**src/logic/icd_pkg.sv**
```systemverilog
// Package of constants and types for the instruction decode core
package icd_pkg;

	// ----------------------------------------------------------------
	// Widths
	// ----------------------------------------------------------------
	localparam int unsigned WORD_W = 32;
	localparam int unsigned CLS_W  = 6;
	localparam int unsigned REG_W  = 5;
	localparam int unsigned IMM_W  = 16;
	localparam int unsigned JT_W   = 26;

	// ----------------------------------------------------------------
	// Field positions
	// ----------------------------------------------------------------
	localparam int unsigned CLS_HI = 31;
	localparam int unsigned CLS_LO = 26;
	localparam int unsigned RS_HI  = 25;
	localparam int unsigned RS_LO  = 21;
	localparam int unsigned RT_HI  = 20;
	localparam int unsigned RT_LO  = 16;
	localparam int unsigned RD_HI  = 15;
	localparam int unsigned RD_LO  = 11;
	localparam int unsigned SH_HI  = 10;
	localparam int unsigned SH_LO  = 6;
	localparam int unsigned SEC_HI = 5;
	localparam int unsigned SEC_LO = 0;
	localparam int unsigned IMM_HI = 15;
	localparam int unsigned JT_HI  = 25;
	localparam int unsigned PC_SEG_LO = 28;

	// ----------------------------------------------------------------
	// Major class and secondary codes
	// ----------------------------------------------------------------
	localparam logic [5:0] CLS_REGFMT = 6'h00;
	localparam logic [5:0] CLS_REGIMM = 6'h01;
	localparam logic [5:0] CLS_J      = 6'h02;
	localparam logic [5:0] CLS_JAL    = 6'h03;
	localparam logic [5:0] SEC_JR     = 6'h08;
	localparam logic [5:0] SEC_JALR   = 6'h09;
	localparam logic [5:0] SEC_SYSC   = 6'h0C;
	localparam logic [5:0] SEC_BRK    = 6'h0D;
	localparam logic [5:0] SEC_RD_UP  = 6'h10;
	localparam logic [5:0] SEC_RD_BOT = 6'h12;
	localparam logic [5:0] SEC_MUL_S  = 6'h18;
	localparam logic [5:0] SEC_MUL_U  = 6'h19;

	// Unassigned major classes and register-format secondary codes
	localparam logic [63:0] CLS_UNASSIGNED = 64'hD8D0_3080_4F00_0000;
	localparam logic [63:0] SEC_UNASSIGNED = 64'hFFA0_F300_F0F0_4020;

	// ----------------------------------------------------------------
	// Timing and reset values
	// ----------------------------------------------------------------
	localparam logic [2:0]  MUL_CYCLES = 3'h3;
	localparam logic [31:0] WORD_RST   = 32'h0000_0000;

	// ----------------------------------------------------------------
	// Types
	// ----------------------------------------------------------------
	typedef enum logic [1:0] {ICD_FMT_IMM, ICD_FMT_JUMP, ICD_FMT_REG} icd_fmt_t;
	typedef enum logic [2:0] {
		ICD_SZ_NONE, ICD_SZ_BYTE, ICD_SZ_HALF, ICD_SZ_TRIPLE, ICD_SZ_WORD
	} icd_size_t;

endpackage

```
**src/logic/icd_lane_if.sv**
```systemverilog
// Interface carrying an access request to the byte-lane selector
`timescale 1ns/1ns
interface icd_lane_if;
	import icd_pkg::*;
	icd_size_t  size;
	logic [2:0] addr_lo;
	logic       big_endian;
	logic [3:0] byte_en;
	logic       addr_err;
	modport req (output size, output addr_lo, output big_endian,
		input byte_en, input addr_err);
	modport sel (input size, input addr_lo, input big_endian,
		output byte_en, output addr_err);
endinterface

```
**src/logic/icd_lane_sel.sv**
```systemverilog
// Byte-lane selection and address error check for data accesses
`timescale 1ns/1ns
module icd_lane_sel
	import icd_pkg::*;
(
	icd_lane_if.sel lane
);
	wire       off0 = (lane.addr_lo == 3'h0);
	wire       off1 = (lane.addr_lo == 3'h1);
	wire       off2 = (lane.addr_lo == 3'h2);
	wire       in_w = (lane.addr_lo[2] == 1'b0);
	wire [3:0] byte_le = 4'h1 << lane.addr_lo[1:0];
	logic [3:0] le_lanes;
	logic       ok;

	// Lanes in little-endian numbering; bit n covers data bits 8n+7..8n
	always_comb begin
		le_lanes = 4'h0;
		ok       = 1'b0;
		case (lane.size)
			ICD_SZ_WORD: begin
				ok       = off0;
				le_lanes = 4'hF;
			end
			ICD_SZ_TRIPLE: begin
				ok       = off0 | off1;
				le_lanes = off1 ? 4'hE : 4'h7;
			end
			ICD_SZ_HALF: begin
				ok       = off0 | off2;
				le_lanes = off2 ? 4'hC : 4'h3;
			end
			ICD_SZ_BYTE: begin
				ok       = in_w;
				le_lanes = byte_le;
			end
			default: begin
				ok       = 1'b1;
				le_lanes = 4'h0;
			end
		endcase
	end

	// Big-endian mirrors the lanes so the address names the high byte
	wire [3:0] be_lanes = {le_lanes[0], le_lanes[1], le_lanes[2], le_lanes[3]};

	assign lane.addr_err = ~ok;
	assign lane.byte_en  = ok ? (lane.big_endian ? be_lanes : le_lanes) : 4'h0;
endmodule // icd_lane_sel

```
**src/logic/icd_decode_core.sv**
```systemverilog
// Instruction decode core: fields, interlocks, targets and byte lanes
//
// Overview of operation
// - Every instruction is one aligned 32-bit word; immediate, jump, register formats.
// - Major class and secondary opcode fields are 6 bits wide.
// - First source, second operand, destination, shift amount are 5 bits each.
// - Jump format carries 26-bit target; immediate format carries 16-bit value.
// - Use of a loaded register right after the load stalls in hardware.
// - Effective address names the high-order or low-order byte, per endianness.
// - Lanes follow size and address bits 2..0 within the permitted set.
// - Illegal size and offset pairs skip the access and raise address error.
// - Multiply runs in a separate unit; result lands in product halves.
// - Reading a product half before it is ready stalls the pipeline.
// - Each jump or branch has exactly one delay-slot instruction.
// - Jump target is field shifted by 2 under upper 4 PC bits.
// - Register jumps take the full 32-bit register value as target.
// - Branch target is delay-slot address plus sign-extended offset times four.
// - Not-taken branch-likely nullifies its delay-slot instruction.
// - Trap-initiating control instructions decode only in register format.
// - Unassigned encodings raise reserved instruction exception.
`timescale 1ns/1ns
module icd_decode_core
	import icd_pkg::*;
(
	// Clock and reset
	input  wire logic               i_clk,
	input  wire logic               i_reset_n,
	// Instruction in
	input  wire logic               i_valid,
	input  wire logic [WORD_W-1:0]  i_instr,
	input  wire logic [WORD_W-1:0]  i_pc,
	input  wire logic [WORD_W-1:0]  i_rs_value,
	input  wire logic [WORD_W-1:0]  i_rt_value,
	input  wire logic               i_big_endian,
	output logic                    o_ready,
	output logic                    o_stall,
	// Decoded fields
	output logic                    o_valid,
	output icd_fmt_t                o_format,
	output logic [CLS_W-1:0]        o_major_instruction_class_field,
	output logic [REG_W-1:0]        o_first_source_field,
	output logic [REG_W-1:0]        o_second_operand_field,
	output logic [REG_W-1:0]        o_dest_field,
	output logic [REG_W-1:0]        o_shift_amount_field,
	output logic [CLS_W-1:0]        o_secondary_field,
	output logic [IMM_W-1:0]        o_immediate,
	output logic [JT_W-1:0]         o_jump_field,
	// Exceptions
	output logic                    o_fetch_align_err,
	output logic                    o_reserved,
	output logic                    o_trap,
	// Control flow
	output logic                    o_redirect,
	output logic                    o_link,
	output logic [WORD_W-1:0]       o_target,
	output logic                    o_delay_slot,
	output logic                    o_nullify,
	// Data access
	output logic                    o_mem_en,
	output logic                    o_mem_write,
	output logic [WORD_W-1:0]       o_eff_addr,
	output logic [3:0]              o_byte_en,
	output logic                    o_addr_err,
	// Product halves
	output logic [WORD_W-1:0]       o_product_upper_half,
	output logic [WORD_W-1:0]       o_product_bottom_half
);

	// ----------------------------------------------------------------
	// Field split
	// ----------------------------------------------------------------
	wire [CLS_W-1:0] cls = i_instr[CLS_HI:CLS_LO];
	wire [REG_W-1:0] rs  = i_instr[RS_HI:RS_LO];
	wire [REG_W-1:0] rt  = i_instr[RT_HI:RT_LO];
	wire [REG_W-1:0] rd  = i_instr[RD_HI:RD_LO];
	wire [REG_W-1:0] sh  = i_instr[SH_HI:SH_LO];
	wire [CLS_W-1:0] sec = i_instr[SEC_HI:SEC_LO];
	wire [IMM_W-1:0] imm = i_instr[IMM_HI:0];
	wire [JT_W-1:0]  jt  = i_instr[JT_HI:0];

	// ----------------------------------------------------------------
	// Class decode
	// ----------------------------------------------------------------
	wire is_regfmt = (cls == CLS_REGFMT);
	wire is_regimm = (cls == CLS_REGIMM);
	wire is_jfmt   = (cls == CLS_J) | (cls == CLS_JAL);
	wire is_jreg   = is_regfmt & ((sec == SEC_JR) | (sec == SEC_JALR));
	wire is_trap   = is_regfmt & ((sec[5:3] == 3'h6) | (sec == SEC_SYSC)
		| (sec == SEC_BRK));
	wire is_mul    = is_regfmt & ((sec == SEC_MUL_S) | (sec == SEC_MUL_U));
	wire is_rdprod = is_regfmt & ((sec == SEC_RD_UP) | (sec == SEC_RD_BOT));
	wire rsv_cls   = CLS_UNASSIGNED[cls];
	wire rsv_sec   = is_regfmt & SEC_UNASSIGNED[sec];
	wire reserved  = rsv_cls | rsv_sec;
	wire fetch_bad = (i_pc[1:0] != 2'b00);

	// Branches: classes 4..7 and 20..23, plus immediate-branch group
	wire br_cmp    = (cls[5] == 1'b0) & (cls[3] == 1'b0) & cls[2];
	wire br_imm    = is_regimm & (rt[3:2] == 2'b00);
	wire is_branch = br_cmp | br_imm;
	wire likely    = br_cmp ? cls[4] : rt[1];
	wire rs_neg    = i_rs_value[WORD_W-1];
	wire rs_zero   = (i_rs_value == WORD_RST);
	wire rs_eq_rt  = (i_rs_value == i_rt_value);
	logic cmp_true;

	always_comb begin
		case (cls[1:0])
			2'h0:    cmp_true = rs_eq_rt;
			2'h1:    cmp_true = ~rs_eq_rt;
			2'h2:    cmp_true = rs_neg | rs_zero;
			default: cmp_true = ~rs_neg & ~rs_zero;
		endcase
	end

	wire br_true = br_cmp ? cmp_true : (rt[0] ? ~rs_neg : rs_neg);
	wire taken   = is_jfmt | is_jreg | (is_branch & br_true);
	wire linking = (cls == CLS_JAL) | (is_regfmt & (sec == SEC_JALR))
		| (br_imm & rt[4]);

	// ----------------------------------------------------------------
	// Targets
	// ----------------------------------------------------------------
	wire [WORD_W-1:0] slot_addr = i_pc + 32'h0000_0004;
	wire [WORD_W-1:0] br_off    = {{14{imm[IMM_W-1]}}, imm, 2'b00};
	wire [WORD_W-1:0] br_tgt    = slot_addr + br_off;
	wire [WORD_W-1:0] j_tgt     = {i_pc[WORD_W-1:PC_SEG_LO], jt, 2'b00};
	wire [WORD_W-1:0] target    = is_jfmt ? j_tgt
		: (is_jreg ? i_rs_value : br_tgt);

	// ----------------------------------------------------------------
	// Data access size
	// ----------------------------------------------------------------
	wire is_load  = (cls[5:3] == 3'h4) | (cls == 6'h30);
	wire is_store = (cls[5:3] == 3'h5) | (cls == 6'h38);
	icd_size_t acc_size;

	// Partial-word left/right forms carry no fixed lane set here
	always_comb begin
		case (cls)
			6'h20, 6'h24, 6'h28: acc_size = ICD_SZ_BYTE;
			6'h21, 6'h25, 6'h29: acc_size = ICD_SZ_HALF;
			6'h23, 6'h2B, 6'h30, 6'h38: acc_size = ICD_SZ_WORD;
			default: acc_size = ICD_SZ_NONE;
		endcase
	end

	wire [WORD_W-1:0] eff_addr = i_rs_value + {{16{imm[IMM_W-1]}}, imm};
	wire              is_mem   = acc_size != ICD_SZ_NONE;

	icd_lane_if lane ();
	assign lane.size       = acc_size;
	assign lane.addr_lo    = eff_addr[2:0];
	assign lane.big_endian = i_big_endian;

	icd_lane_sel u_lane (
		.lane (lane.sel)
	);

	// ----------------------------------------------------------------
	// Interlocks
	// ----------------------------------------------------------------
	logic             ld_pend_q;
	logic [REG_W-1:0] ld_dest_q;
	logic [2:0]       mul_cnt_q;
	logic [63:0]      mul_res_q;
	logic             slot_next_q;
	logic             null_next_q;

	wire ld_hit   = ld_pend_q & (ld_dest_q != 5'h00)
		& ((rs == ld_dest_q) | (rt == ld_dest_q));
	wire mul_busy = (mul_cnt_q != 3'h0);
	// A second multiply also waits, so one result is never overwritten
	wire mul_hit  = mul_busy & (is_rdprod | is_mul);
	wire stall    = i_valid & (ld_hit | mul_hit);
	wire accept   = i_valid & ~stall;

	assign o_stall = stall;
	assign o_ready = ~stall;

	wire        mul_sgn = (sec == SEC_MUL_S);
	wire [32:0] mul_a   = {mul_sgn & i_rs_value[WORD_W-1], i_rs_value};
	wire [32:0] mul_b   = {mul_sgn & i_rt_value[WORD_W-1], i_rt_value};
	wire [65:0] mul_p   = $signed(mul_a) * $signed(mul_b);

	// ----------------------------------------------------------------
	// Interlock and multiplier state
	// ----------------------------------------------------------------
	always_ff @(posedge i_clk) begin
		if (!i_reset_n) begin
			ld_pend_q <= 1'b0;
			ld_dest_q <= 5'h00;
		end else begin
			// A stall cycle issues a bubble, which ends the hazard
			ld_pend_q <= accept & is_load;
			ld_dest_q <= rt;
		end
	end

	always_ff @(posedge i_clk) begin
		if (!i_reset_n) begin
			mul_cnt_q             <= 3'h0;
			mul_res_q             <= 64'h0000_0000_0000_0000;
			o_product_upper_half  <= WORD_RST;
			o_product_bottom_half <= WORD_RST;
		end else if (accept & is_mul & ~reserved & ~fetch_bad & ~(slot_next_q & null_next_q)) begin
			mul_cnt_q <= MUL_CYCLES;
			mul_res_q <= mul_p[63:0];
		end else if (mul_busy) begin
			mul_cnt_q <= mul_cnt_q - 3'h1;
			if (mul_cnt_q == 3'h1) begin
				o_product_upper_half  <= mul_res_q[63:32];
				o_product_bottom_half <= mul_res_q[31:0];
			end
		end
	end

	// ----------------------------------------------------------------
	// Delay slot tracking
	// ----------------------------------------------------------------
	wire xfer = is_jfmt | is_jreg | is_branch;

	always_ff @(posedge i_clk) begin
		if (!i_reset_n) begin
			slot_next_q <= 1'b0;
			null_next_q <= 1'b0;
		end else if (accept) begin
			slot_next_q <= xfer & ~reserved & ~fetch_bad;
			null_next_q <= is_branch & likely & ~br_true;
		end
	end

	// ----------------------------------------------------------------
	// Decoded outputs
	// ----------------------------------------------------------------
	wire ok_exec = accept & ~reserved & ~fetch_bad;
	wire killed  = slot_next_q & null_next_q;

	always_ff @(posedge i_clk) begin
		if (!i_reset_n) begin
			o_valid                         <= 1'b0;
			o_format                        <= ICD_FMT_IMM;
			o_major_instruction_class_field <= 6'h00;
			o_first_source_field            <= 5'h00;
			o_second_operand_field          <= 5'h00;
			o_dest_field                    <= 5'h00;
			o_shift_amount_field            <= 5'h00;
			o_secondary_field               <= 6'h00;
			o_immediate                     <= 16'h0000;
			o_jump_field                    <= 26'h000_0000;
		end else begin
			o_valid <= accept;
			if (accept) begin
				o_format <= is_jfmt ? ICD_FMT_JUMP
					: (is_regfmt ? ICD_FMT_REG : ICD_FMT_IMM);
				o_major_instruction_class_field <= cls;
				o_first_source_field            <= rs;
				o_second_operand_field          <= rt;
				o_dest_field                    <= rd;
				o_shift_amount_field            <= sh;
				o_secondary_field               <= sec;
				o_immediate                     <= imm;
				o_jump_field                    <= jt;
			end
		end
	end

	always_ff @(posedge i_clk) begin
		if (!i_reset_n) begin
			o_fetch_align_err <= 1'b0;
			o_reserved        <= 1'b0;
			o_trap            <= 1'b0;
			o_redirect        <= 1'b0;
			o_link            <= 1'b0;
			o_target          <= WORD_RST;
			o_delay_slot      <= 1'b0;
			o_nullify         <= 1'b0;
		end else begin
			o_fetch_align_err <= accept & fetch_bad;
			o_reserved        <= accept & ~fetch_bad & reserved;
			o_trap            <= ok_exec & ~killed & is_trap;
			o_redirect        <= ok_exec & ~killed & taken;
			o_link            <= ok_exec & ~killed & linking;
			o_delay_slot      <= accept & slot_next_q;
			o_nullify         <= accept & killed;
			if (accept) begin
				o_target <= target;
			end
		end
	end

	always_ff @(posedge i_clk) begin
		if (!i_reset_n) begin
			o_mem_en    <= 1'b0;
			o_mem_write <= 1'b0;
			o_eff_addr  <= WORD_RST;
			o_byte_en   <= 4'h0;
			o_addr_err  <= 1'b0;
		end else begin
			o_mem_en    <= ok_exec & ~killed & is_mem & ~lane.addr_err;
			o_mem_write <= ok_exec & ~killed & is_mem & is_store & ~lane.addr_err;
			o_addr_err  <= ok_exec & ~killed & is_mem & lane.addr_err;
			if (accept) begin
				o_eff_addr <= eff_addr;
				o_byte_en  <= (is_mem & ~killed) ? lane.byte_en : 4'h0;
			end
		end
	end

endmodule // icd_decode_core

```
**config.mk**
```make
export PLATFORM = sky130hd
export DESIGN_NAME = icd_decode_core
export DESIGN_NICKNAME = d
export VERILOG_FILES = /design/src/logic/icd_pkg.sv /design/src/logic/icd_lane_if.sv /design/src/logic/icd_lane_sel.sv /design/src/logic/icd_decode_core.sv
export SDC_FILE = /design/constraint.sdc
export NUM_CORES = 2
export LEC_CHECK = 0
export BUFFER_PORTS_ARGS = -buffer_cell sky130_fd_sc_hd__buf_2
export CELL_PAD_IN_SITES_DETAIL_PLACEMENT = 1
export CELL_PAD_IN_SITES_GLOBAL_PLACEMENT = 1
export CORE_AREA = 5 5 349 351
export CTS_CLUSTER_DIAMETER = 50
export DETAILED_ROUTE_END_ITERATION = 12
export DIE_AREA = 0 0 354 356
export PLACE_DENSITY = 0.79
export SLEW_MARGIN = 20
export SYNTH_ARGS = -nofsm -noshare
export SYNTH_HDL_FRONTEND = slang
export SYNTH_SLANG_ARGS = --single-unit
```
**constraint.sdc**
```tcl
create_clock -name i_clk -period 9.3 [get_ports i_clk]
set_clock_uncertainty 0.1 [all_clocks]
set_input_delay 1.395 -clock i_clk [delete_from_list [all_inputs] [get_ports i_clk]]
set_output_delay 1.395 -clock i_clk [all_outputs]
set_load 0.01 [all_outputs]
```
==> impl_metrics.csv <==
group,metric,value,unit
cells_and_area,layout.cells.non_filler,7911,
yosys,syn-instance-count,5937,
flow_run,max_cap_viol_count,0,
routing,wirelength,192600,um
routing,post_drt_via_cell_ratio,5.490,
cells_and_area,final_util,0.4903,
routing,ant_nets,0,
cts,clock_path_buffers,3,
run_status,status,"finished, final reports clean",
die,ios,353,
sta,fin_crit,9.104,ns
critical_path,cp_slowest_cell,"fa_1",
sta,slew_headroom,0.2004,
yosys,synth.avg_cell_area,8.676,sq um
critical_path,setup.worst_path.start_class,"input pin",
yosys,synth_edf_count,0,
yosys,yosysWarnings,0,
critical_path,worstSetupPathType,"input pin to flip-flop",
routing,drc,0,
sta,fin_crit_sh,0.9789,
global_routing,overflow,0,
die,core_area,118700,sq um
routing,wl_per_cell,24.34,um
global_routing,grt_pass1_vias,49313,
yosys,yosysMostFrequentCell,"inv_1",
global_routing,grt_max_degree,84,
yosys,synth_top_area_share,0.4380,
sta,hold_viol_final,0,
critical_path,r2r-start,"ld_dest_q[1]",
cells_and_area,syn2layout_area_growth,12.99,%
placement,dpl-instance-area,57000,sq um
die,initial_utilization,0.4339,
critical_path,required,9.69,ns
cells_and_area,num-nets-final,7927,
sta,slew_violations,0,
die,die_w,354,um
die,die_area,126000,sq um
cts,tritoncts,"done",
sta,tightest_slew,1.188,ns
yosys,synth.area.top_cells,"fa_1 (44%), dfxtp_1 (9.8%), inv_1 (8.7%)",
critical_path,worstRegToRegCells,8,
critical_path,reg2reg_slack,5.31,ns
cts,clkSinkCount,252,
cts,cts_buffers,30,
cts,cts-root-buf,"clkbuf_16",
global_routing,grt_antenna_before_repair,9,
placement,place_inst,7847,
critical_path,crit_end,"mul_res_q[59]",
sta,finalSetupViolCount,0,
yosys,ys_seq_elements,252,
critical_path,r2r_end,"mul_res_q[59]",
yosys,synth_commonest_cells,"inv_1 (1194), nand2_1 (1132), fa_1 (1127), ha_1 (335), clkbuf_1 (308)",
yosys,synth_fp_nets,7531,
yosys,synth.distinct_cells,74,
cts,clk_pin_slew,0.07,ns
routing,num_vias,43434,
global_routing,grt_pass1_wl,296200,um
placement,numPortBuffers,352,
cts,h-tree-depth,1,
routing,first_iter_violations,2972,
yosys,async_flop_share,0,
routing,dr.pass1.iters,5,
critical_path,critical_path.max_stage_delay,0.59,ns
critical_path,cp_data_arrival_time,9.49,ns
hold_path,min_path_type,"flip-flop to flip-flop",
yosys,ys_seq_area_frac,0.09794,
yosys,yosysTopAreaCell,"fa_1",
global_routing,grt_usage,0.3052,
die,rows,127,
critical_path,cp_max_fo,19,
critical_path,critPathCaptureType,"flip-flop",
hold_path,min_from,"mul_res_q[60]",
cts,insertion_delay,0.58,ns
placement,place.gp.congestion,0.9383,
sta,max_freq,109.8,MHz
die,fp.dieH,356,um
cells_and_area,drive_above_1_share,0.1328,
yosys,ys.flop_type,"dfxtp_1",
critical_path,crit_start,"i_instr[1]",
yosys,synth_area,51510,sq um
cells_and_area,stdcell_area,58200,sq um
critical_path,path_common_cell,"fa_1",
placement,hpwl,162400,um
stage by stage:
step | TNS, ns | setup slack, ns | hold slack [ns]
2_1_floorplan | 0 | 0.009353 | 0.3274
3_3_place_gp | -6.719 | -0.5771 | 0.3372
3_5_place_dp | -12.45 | -0.8356 | 0.3453
4_1_cts | 0 | 0.02141 | 0.3471
5_1_grt | -0.01336 | -0.01001 | 0.3652
6_report | 0 | 0.1965 | 0.3435
logic make-up after synthesis:
logic type / after synthesis / share of synthesized area
xor gates and xnor gates: 130 / 0.02211
adders and majority gates: 1462 / 0.5194
buffers and inverters: 1567 / 0.1174
DFF: 252 / 0.09794
and+or+nand+nor: 1837 / 0.1602
AOI/OAI and AO/OA: 672 / 0.07965
muxes: 17 / 0.003304
area by class of cell:
| type | instances | area, sq um |
|---|---|---|
| fill | 14153 | 60500 |
| multi-input combinational | 4118 | 40560 |
| timing repair buffer | 737 | 5085 |
| sequential | 252 | 5045 |
| inverter | 1194 | 4491 |
| tap | 1548 | 1937 |
| clock buffer | 37 | 828.3 |
| clock inverter | 19 | 235.2 |
| antenna | 6 | 15.01 |
worst min path at each step:
stage	end	slack [ns]	cells past startpoint
3_5_place_dp	o_target[12]	0.35	2
5_1_grt	o_product_upper_half[28]	0.37	2
3_3_place_gp	o_target[8]	0.34	2
6_report	o_product_upper_half[28]	0.34	2
2_1_floorplan	o_product_upper_half[25]	0.33	2
4_1_cts	o_product_upper_half[28]	0.35	2
metal layers:
metal  wire (um)  global-route usage
met2       91360              0.5167
met1       77220              0.3919
met5          52                   0
met3       13760             0.04704
met4       10170              0.1293
critical path, delay by kind of cell:
kind	cells	cell delay, ns
AO/OA/AOI/OAI	5	0.62
buffers and inverters	7	1.13
adder cells (fa/ha/maj)	9	4.50
AND/OR/NAND/NOR	8	1.84
sequential cells by signal, indices dropped and copies added, names as in the netlist, 2 cells and up:
register,flops
o_product_bottom_half,32
o_eff_addr,32
mul_cnt_q,3
o_target,32
o_dest_field,4
o_secondary_field,5
ld_dest_q,5
o_shift_amount_field,4
o_byte_en,4
o_immediate,2
o_second_operand_field,4
o_major_instruction_class_field,6
o_product_upper_half,32
o_format,2
o_jump_field,2
o_first_source_field,5
mul_res_q,64
layout by cell type, fill, tap and decap left out, types with 23 or more instances in the layout:
cell | netlist | routed
buf_12 | 0 | 34
clkbuf_16 | 0 | 31
ha_1 | 335 | 334
o21ai_0 | 107 | 100
xnor2_1 | 103 | 103
and3_1 | 42 | 41
nand3_1 | 64 | 62
a21oi_1 | 296 | 291
nor3_1 | 28 | 27
dfxtp_1 | 252 | 252
inv_1 | 1194 | 1189
buf_4 | 42 | 350
fa_1 | 1127 | 1123
nand2_1 | 1132 | 1131
nor2_1 | 146 | 144
buf_2 | 6 | 352
a21o_1 | 56 | 56
a31oi_1 | 24 | 23
and2_1 | 303 | 302
a211oi_1 | 32 | 31
xor2_1 | 27 | 27
o211ai_1 | 23 | 23
repair_timing:
action                                 in CTS  in global routing
pin swaps                                   0                 16
hold buffers                                0                  0
gates resized for setup                     3                 33
buffers inserted                            0                  2
endpoints found under the hold margin       0                  0
setup endpoints to repair                   7                 21
Power is not shown: default switching activity piles up to over one toggle a cycle in this logic, so the estimate is an artifact.
